--- src/slsb_pkg.sv ---
// constants shared by the serial lane status bank
package slsb_pkg;
  localparam int LANES = 8;
  localparam int ADDR_W = 12;
  localparam int DATA_W = 8;
  localparam int CNT_W = 8;
  localparam logic [11:0] TABLE_MISS_ERROR_STATUS_ADDR = 12'h46e;
  localparam logic [11:0] UNEXPECTED_CONTROL_CHAR_STATUS_ADDR = 12'h46f;
  localparam logic [11:0] CODE_GROUP_LOCK_STATUS_ADDR = 12'h470;
  localparam logic [7:0] STATUS_RESET = 8'h00;
  localparam logic [7:0] RDATA_RESET = 8'h00;
  localparam logic [7:0] UNMAPPED_RDATA = 8'h00;
  localparam logic [7:0] CNT_RESET = 8'h00;
  localparam logic [7:0] CNT_MAX = 8'hff;
  localparam logic [7:0] CNT_ONE = 8'h01;
endpackage : slsb_pkg

--- src/slsb_err_counter.sv ---
// saturating per-lane error counter
module slsb_err_counter (
  input wire logic clk,
  input wire logic rst,
  input wire logic ce,
  input wire logic clear,
  input wire logic evt,
  output logic [7:0] count
);
  typedef struct packed {
    logic [7:0] cnt;
  } slsb_cnt_state_t;

  slsb_cnt_state_t state;
  slsb_cnt_state_t next_state;

  always_comb begin
    next_state = state;
    if (clear) begin
      // an error in the clearing cycle is still counted
      next_state.cnt = evt ? slsb_pkg::CNT_ONE : slsb_pkg::CNT_RESET;
    end else if (evt && state.cnt != slsb_pkg::CNT_MAX) begin
      next_state.cnt = 8'(state.cnt + slsb_pkg::CNT_ONE);
    end
  end

  always_ff @(posedge clk) begin
    if (rst) begin
      state.cnt <= slsb_pkg::CNT_RESET;
    end else if (ce) begin
      state <= next_state;
    end
  end

  assign count = state.cnt;
endmodule : slsb_err_counter

--- src/slsb_status_bank.sv ---
// per-lane error and code group lock status bank
// Summary of operation
// table-miss flag set when count reaches threshold
// control char status at 0x46F, count versus threshold
// lock status at 0x470, 1 achieved
// status bits read-only, reset zero, writes ignored
// lane n reported on bit n
// table-miss status register at 0x46E
// lock bits for lanes 7..0 same encoding
// separate counter per lane, compared every cycle; here counters and flags update only on edges with ce high
module slsb_status_bank (
  input wire logic clk,
  input wire logic rst,
  input wire logic ce,
  input wire logic [7:0] table_miss_evt,
  input wire logic [7:0] bad_ctrl_evt,
  input wire logic [7:0] code_lock,
  input wire logic [7:0] error_count_threshold,
  input wire logic err_count_clear,
  input wire logic [11:0] cfg_addr,
  input wire logic cfg_rd,
  input wire logic cfg_wr,
  input wire logic [7:0] cfg_wdata,
  output logic [7:0] cfg_rdata,
  output logic [7:0] table_miss_error_status,
  output logic [7:0] unexpected_control_char_status,
  output logic [7:0] code_group_lock_status
);
  typedef struct packed {
    logic [7:0] table_miss;
    logic [7:0] bad_ctrl;
    logic [7:0] code_lock;
    logic [7:0] rdata;
  } slsb_state_t;

  // register picked by a read
  typedef enum logic [1:0] {
    SEL_NONE = 2'b00,
    SEL_MISS = 2'b01,
    SEL_CTRL = 2'b10,
    SEL_LOCK = 2'b11
  } slsb_rd_sel_t;

  slsb_state_t state;
  slsb_state_t next_state;
  slsb_rd_sel_t rd_sel;
  logic [7:0] miss_cnt [slsb_pkg::LANES];
  logic [7:0] ctrl_cnt [slsb_pkg::LANES];

  // named flags, one per lane and kind
  logic lane0_table_miss_flag;
  logic lane1_table_miss_flag;
  logic lane2_table_miss_flag;
  logic lane3_table_miss_flag;
  logic lane4_table_miss_flag;
  logic lane5_table_miss_flag;
  logic lane6_table_miss_flag;
  logic lane7_table_miss_flag;

  logic lane0_bad_control_char_flag;
  logic lane1_bad_control_char_flag;
  logic lane2_bad_control_char_flag;
  logic lane3_bad_control_char_flag;
  logic lane4_bad_control_char_flag;
  logic lane5_bad_control_char_flag;
  logic lane6_bad_control_char_flag;
  logic lane7_bad_control_char_flag;

  logic lane0_code_lock_flag;
  logic lane1_code_lock_flag;
  logic lane2_code_lock_flag;
  logic lane3_code_lock_flag;
  logic lane4_code_lock_flag;
  logic lane5_code_lock_flag;
  logic lane6_code_lock_flag;
  logic lane7_code_lock_flag;

  // count at or above threshold raises the flag
  function automatic logic at_threshold(
    input logic [7:0] cnt,
    input logic [7:0] thr
  );
    at_threshold = (cnt >= thr);
  endfunction : at_threshold

  // address decode for the read mux
  function automatic slsb_rd_sel_t decode_addr(input logic [11:0] addr);
    if (addr == slsb_pkg::TABLE_MISS_ERROR_STATUS_ADDR) begin
      decode_addr = SEL_MISS;
    end else if (addr == slsb_pkg::UNEXPECTED_CONTROL_CHAR_STATUS_ADDR) begin
      decode_addr = SEL_CTRL;
    end else if (addr == slsb_pkg::CODE_GROUP_LOCK_STATUS_ADDR) begin
      decode_addr = SEL_LOCK;
    end else begin
      decode_addr = SEL_NONE;
    end
  endfunction : decode_addr

  // one counter per lane and per error kind
  for (genvar g = 0; g < slsb_pkg::LANES; g++) begin : g_lane
    slsb_err_counter u_miss (
      .clk(clk),
      .rst(rst),
      .ce(ce),
      .clear(err_count_clear),
      .evt(table_miss_evt[g]),
      .count(miss_cnt[g])
    );
    slsb_err_counter u_ctrl (
      .clk(clk),
      .rst(rst),
      .ce(ce),
      .clear(err_count_clear),
      .evt(bad_ctrl_evt[g]),
      .count(ctrl_cnt[g])
    );
  end

  always_comb begin
    next_state = state;
    rd_sel = decode_addr(cfg_addr);
    // flags trail their counters by one enabled edge
    for (int i = 0; i < slsb_pkg::LANES; i++) begin
      next_state.table_miss[i] = at_threshold(miss_cnt[i], error_count_threshold);
      next_state.bad_ctrl[i] = at_threshold(ctrl_cnt[i], error_count_threshold);
    end
    // lock level passes through, one edge late
    next_state.code_lock = code_lock;
    // writes have no path into the status bits
    // last read value stands until the next read
    if (cfg_rd) begin
      case (rd_sel)
        SEL_MISS: begin
          next_state.rdata = state.table_miss;
        end
        SEL_CTRL: begin
          next_state.rdata = state.bad_ctrl;
        end
        SEL_LOCK: begin
          next_state.rdata = state.code_lock;
        end
        default: begin
          // unmapped addresses read as zero
          next_state.rdata = slsb_pkg::UNMAPPED_RDATA;
        end
      endcase
    end
  end

  always_ff @(posedge clk) begin
    // reset wins over a low clock enable
    if (rst) begin
      state.table_miss <= slsb_pkg::STATUS_RESET;
      state.bad_ctrl <= slsb_pkg::STATUS_RESET;
      state.code_lock <= slsb_pkg::STATUS_RESET;
      state.rdata <= slsb_pkg::RDATA_RESET;
    end else if (ce) begin
      // low enable freezes flags and read data
      state <= next_state;
    end
  end

  // bit n of each register is lane n
  assign lane0_table_miss_flag = state.table_miss[0];
  assign lane1_table_miss_flag = state.table_miss[1];
  assign lane2_table_miss_flag = state.table_miss[2];
  assign lane3_table_miss_flag = state.table_miss[3];
  assign lane4_table_miss_flag = state.table_miss[4];
  assign lane5_table_miss_flag = state.table_miss[5];
  assign lane6_table_miss_flag = state.table_miss[6];
  assign lane7_table_miss_flag = state.table_miss[7];

  assign lane0_bad_control_char_flag = state.bad_ctrl[0];
  assign lane1_bad_control_char_flag = state.bad_ctrl[1];
  assign lane2_bad_control_char_flag = state.bad_ctrl[2];
  assign lane3_bad_control_char_flag = state.bad_ctrl[3];
  assign lane4_bad_control_char_flag = state.bad_ctrl[4];
  assign lane5_bad_control_char_flag = state.bad_ctrl[5];
  assign lane6_bad_control_char_flag = state.bad_ctrl[6];
  assign lane7_bad_control_char_flag = state.bad_ctrl[7];

  assign lane0_code_lock_flag = state.code_lock[0];
  assign lane1_code_lock_flag = state.code_lock[1];
  assign lane2_code_lock_flag = state.code_lock[2];
  assign lane3_code_lock_flag = state.code_lock[3];
  assign lane4_code_lock_flag = state.code_lock[4];
  assign lane5_code_lock_flag = state.code_lock[5];
  assign lane6_code_lock_flag = state.code_lock[6];
  assign lane7_code_lock_flag = state.code_lock[7];

  assign table_miss_error_status = {
    lane7_table_miss_flag,
    lane6_table_miss_flag,
    lane5_table_miss_flag,
    lane4_table_miss_flag,
    lane3_table_miss_flag,
    lane2_table_miss_flag,
    lane1_table_miss_flag,
    lane0_table_miss_flag
  };

  assign unexpected_control_char_status = {
    lane7_bad_control_char_flag,
    lane6_bad_control_char_flag,
    lane5_bad_control_char_flag,
    lane4_bad_control_char_flag,
    lane3_bad_control_char_flag,
    lane2_bad_control_char_flag,
    lane1_bad_control_char_flag,
    lane0_bad_control_char_flag
  };

  assign code_group_lock_status = {
    lane7_code_lock_flag,
    lane6_code_lock_flag,
    lane5_code_lock_flag,
    lane4_code_lock_flag,
    lane3_code_lock_flag,
    lane2_code_lock_flag,
    lane1_code_lock_flag,
    lane0_code_lock_flag
  };

  assign cfg_rdata = state.rdata;
endmodule : slsb_status_bank

--- config.mk ---
export PLATFORM = sky130hd
export DESIGN_NAME = slsb_status_bank
export DESIGN_NICKNAME = d
export VERILOG_FILES = /design/src/slsb_pkg.sv /design/src/slsb_err_counter.sv /design/src/slsb_status_bank.sv
export SDC_FILE = /design/constraint.sdc
export NUM_CORES = 1
export LEC_CHECK = 0
export BUFFER_PORTS_ARGS = -buffer_cell sky130_fd_sc_hd__buf_2
export CORE_MARGIN = 1.5
export CORE_UTILIZATION = 65
export DETAILED_ROUTE_END_ITERATION = 8
export GPL_ROUTABILITY_DRIVEN = 0
export GPL_TIMING_DRIVEN = 0
export PLACE_DENSITY = 0.92
export SYNTH_ARGS = -nofsm -noshare
export SYNTH_HDL_FRONTEND = slang
export SYNTH_SLANG_ARGS = --single-unit
--- constraint.sdc ---
create_clock -name clk -period 5.5 [get_ports clk]
set_clock_uncertainty 0.05 [all_clocks]
set_input_delay 1.1 -clock clk [delete_from_list [all_inputs] [get_ports clk]]
set_output_delay 1.1 -clock clk [all_outputs]
set_load 0.03 [all_outputs]
==> impl_metrics.yaml <==
status:
  outcome: "finished, violations left"
  violations: "DRC"
cells_and_area:
  n_antenna_cell: 0
  final_cell_area_um2: 11800
  n_fill_cell: 1088
  nNetsFinal: 1502
  final_util: 0.744
  drive_above_1_share: 0.102
  final_cells: 1525
  area_growth_pct: 11.5
flow_run:
  max_cap_viol_count: 0
yosys:
  syn_nets: 1405
  yosysTopAreaCell: "dfxtp_1"
  ys_seq_elements: 160
  synth_edf_count: 0
  ys_top_cells_by_count: "dfxtp_1 (160), ha_1 (144), a21oi_1 (104), nand2_1 (70), o21ai_0 (57)"
  synth_flop_cell: "dfxtp_1"
  ys_seq_area_frac: 0.302
  post-synth-top-count-cell: "dfxtp_1"
  netlist.area_leader.share: 0.302
  synth_area_um2: 10600
  synth.distinct_cells: 60
  synthArstFlopShare: 0
  avgSynthCellArea_um2: 8.82
  yosys-top-cells-area: "dfxtp_1 (30%), ha_1 (17%), a21oi_1 (4.9%)"
  synth_warnings: 0
  synthCells: 1203
grt:
  grt_max_degree: 17
  grt_pass1_vias: 10426
  grt_overflow_total: 0
  grt_use_total: 0.398
  grt_pass1_wl_um: 52900
  antenna_found_initial: 0
cts:
  clk_pin_slew_worst_paths_ns: 0.06
  cts.path.max_buffers: 2
  cts_resized: 0
  post_cts_buffers: 0
  ctsHoldBuffers: 0
  clk_latency_ns: 0.44
  cts_tree: "built"
  htree_num_levels: 4
  numCtsBuffers: 17
  cts.sink_count: 160
  clockRootBuffer: "clkbuf_16"
sta:
  maxSlewViolCount: 0
  holdWs_ns: 0.399
  hold_viol: 0
  max_freq_mhz: 288
  fin_crit_sh: 0.631
  tns_ns: 0
  slew_headroom: 0.309
  layout_min_cycle_time_ns: 3.47
  setup_viol: 0
  tightest_slew_ns: 1.04
  setup_ws_ns: 2.03
  rsz0062_at_grt: "no"
worst_setup_path:
  cp_max_fo: 10
  r2r_slack_ns: 3.51
  cp-end-kind: "register"
  cpLargestDelayFamily: "buffers and inverters"
  crit_slowest_cell: "clkbuf_1"
  cp_slowest_stage_delay_ns: 0.76
  required_ns: 5.72
  crit_type: "in -> reg"
  arrival_ns: 3.69
  crit_top_cell: "clkbuf_1"
  cp-start-kind: "input pin"
  timing.rr.start: "g_lane[4].u_ctrl.count[0]"
  ff2ff_path_depth: 6
  path_cells: "buf_2, clkbuf_1, nand2_1, nand2_1, clkbuf_1, clkbuf_1, a21oi_1"
  crit_buf_inv: 4
  r2r_end: "g_lane[4].u_ctrl.count[3]"
detailed_routing:
  routed_wl_um: 34100
  antenna_left: 0
  drc_errors: 2
  viasPerCell: 7.44
  wl_per_cell_um: 22.4
  num_vias: 11348
  firstDrtPassIters: 9
  drt_iter0_markers: 1418
floorplanning:
  start_util: 0.668
  die_area_um2: 17100
  fp.dieW_um: 131
  die_h_um: 131
  boundaryPins: 90
  core_area_um2: 15900
  rows: 46
power:
  p_per_area_nw_per_um2: 229
  cellLeakagePower_nw: 4.60
  ir_drop_uv: 226
  power.total_mw: 2.71
place:
  hpwl_um: 21800
  placed_area_um2: 11300
  dp_cells: 1497
  port_buffers: 78
  dp_worst_setup_slack_ns: 1.86
hold_path:
  hold_depth: 2
  hold_path_end: "cfg_rdata[1]"
  holdCritStartpoint: "cfg_rdata[1]"
  hold_class: "reg -> reg"
## report_power, final
| group | leakage [nW] | switching, mW | internal, mW |
|---|---|---|---|
| clock | 0.276 | 0.479 | 0.690 |
| combinational | 3.03 | 0.234 | 0.110 |
| sequential | 1.30 | 0.0224 | 1.18 |
## state kept, by name, summed over array words and instances, names as in the netlist
signal,flops
cfg_rdata,8
g_lane.u_miss.count,64
code_group_lock_status,8
unexpected_control_char_status,8
g_lane.u_ctrl.count,64
table_miss_error_status,8
## layout make-up
class                           count  area, µm²  area share
Multi-Input combinational cell    946       7020       0.593
Sequential cell                   160       3200       0.271
Clock buffer                       21        470      0.0398
Timing Repair Buffer               78        390      0.0330
Tap cell                          216        270      0.0229
Buffer                             56        233      0.0197
Inverter                           41        154      0.0130
Clock inverter                      7       87.6     0.00741
## worst max path at each step
stage,from,endpoint,slack (ns),cells past startpoint
6_report,ce,g_lane[2].u_ctrl.count[7],2.03,7
4_1_cts,ce,g_lane[2].u_ctrl.count[7],2.31,7
3_3_place_gp,ce,unexpected_control_char_status[4],1.93,7
3_5_place_dp,ce,g_lane[3].u_miss.count[6],1.86,7
2_1_floorplan,cfg_addr[0],cfg_rdata[0],2.96,5
5_1_grt,ce,g_lane[6].u_ctrl.count[7],2.07,7
## worst register-to-register path, stage by stage, from the launching register on
cell and delay [ns]:
dfxtp_1 0.41, ha_1 0.32, nand4b_1 0.13, o221ai_1 0.34, clkbuf_1 0.38, or3_1 0.17, a21oi_1 0.06
## cell families (layout without fill, tap and decap cells)
group | Yosys count | after routing | share of synthesized area
simple gates | 381 | 381 | 0.219
compound gates | 401 | 401 | 0.254
mux | 17 | 17 | 0.0170
flops | 160 | 160 | 0.302
xor+xnor | 3 | 3 | 0.00248
fa+ha+maj | 144 | 144 | 0.170
buf+inv | 97 | 203 | 0.0364
## placed cells by master (no fill, tap or decap), types with 15 or more instances in the layout
cell type,n
nand4_1,49
clkbuf_1,45
a21o_1,16
a21oi_1,104
o31ai_1,36
nand4b_1,15
o211ai_1,23
nand3_1,42
dfxtp_1,160
o21ai_1,39
or3_1,40
nor2_1,26
nand2b_1,22
and4_1,15
clkbuf_16,17
ha_1,144
or3b_1,16
a211oi_1,16
a221oi_1,16
o21ai_0,57
nand3b_1,17
or4_1,38
buf_2,87
inv_1,40
o2111a_1,17
nand2_1,70
o2111ai_1,19
## metal layers
layer	up-vias	track usage	wire (µm)
met5	-	0	0
met2	863	0.602	14900
li1	4985	-	-
met4	0	0.276	2240
met3	226	0.105	4360
met1	5274	0.496	12700
(Power assumes the default switching activity.)
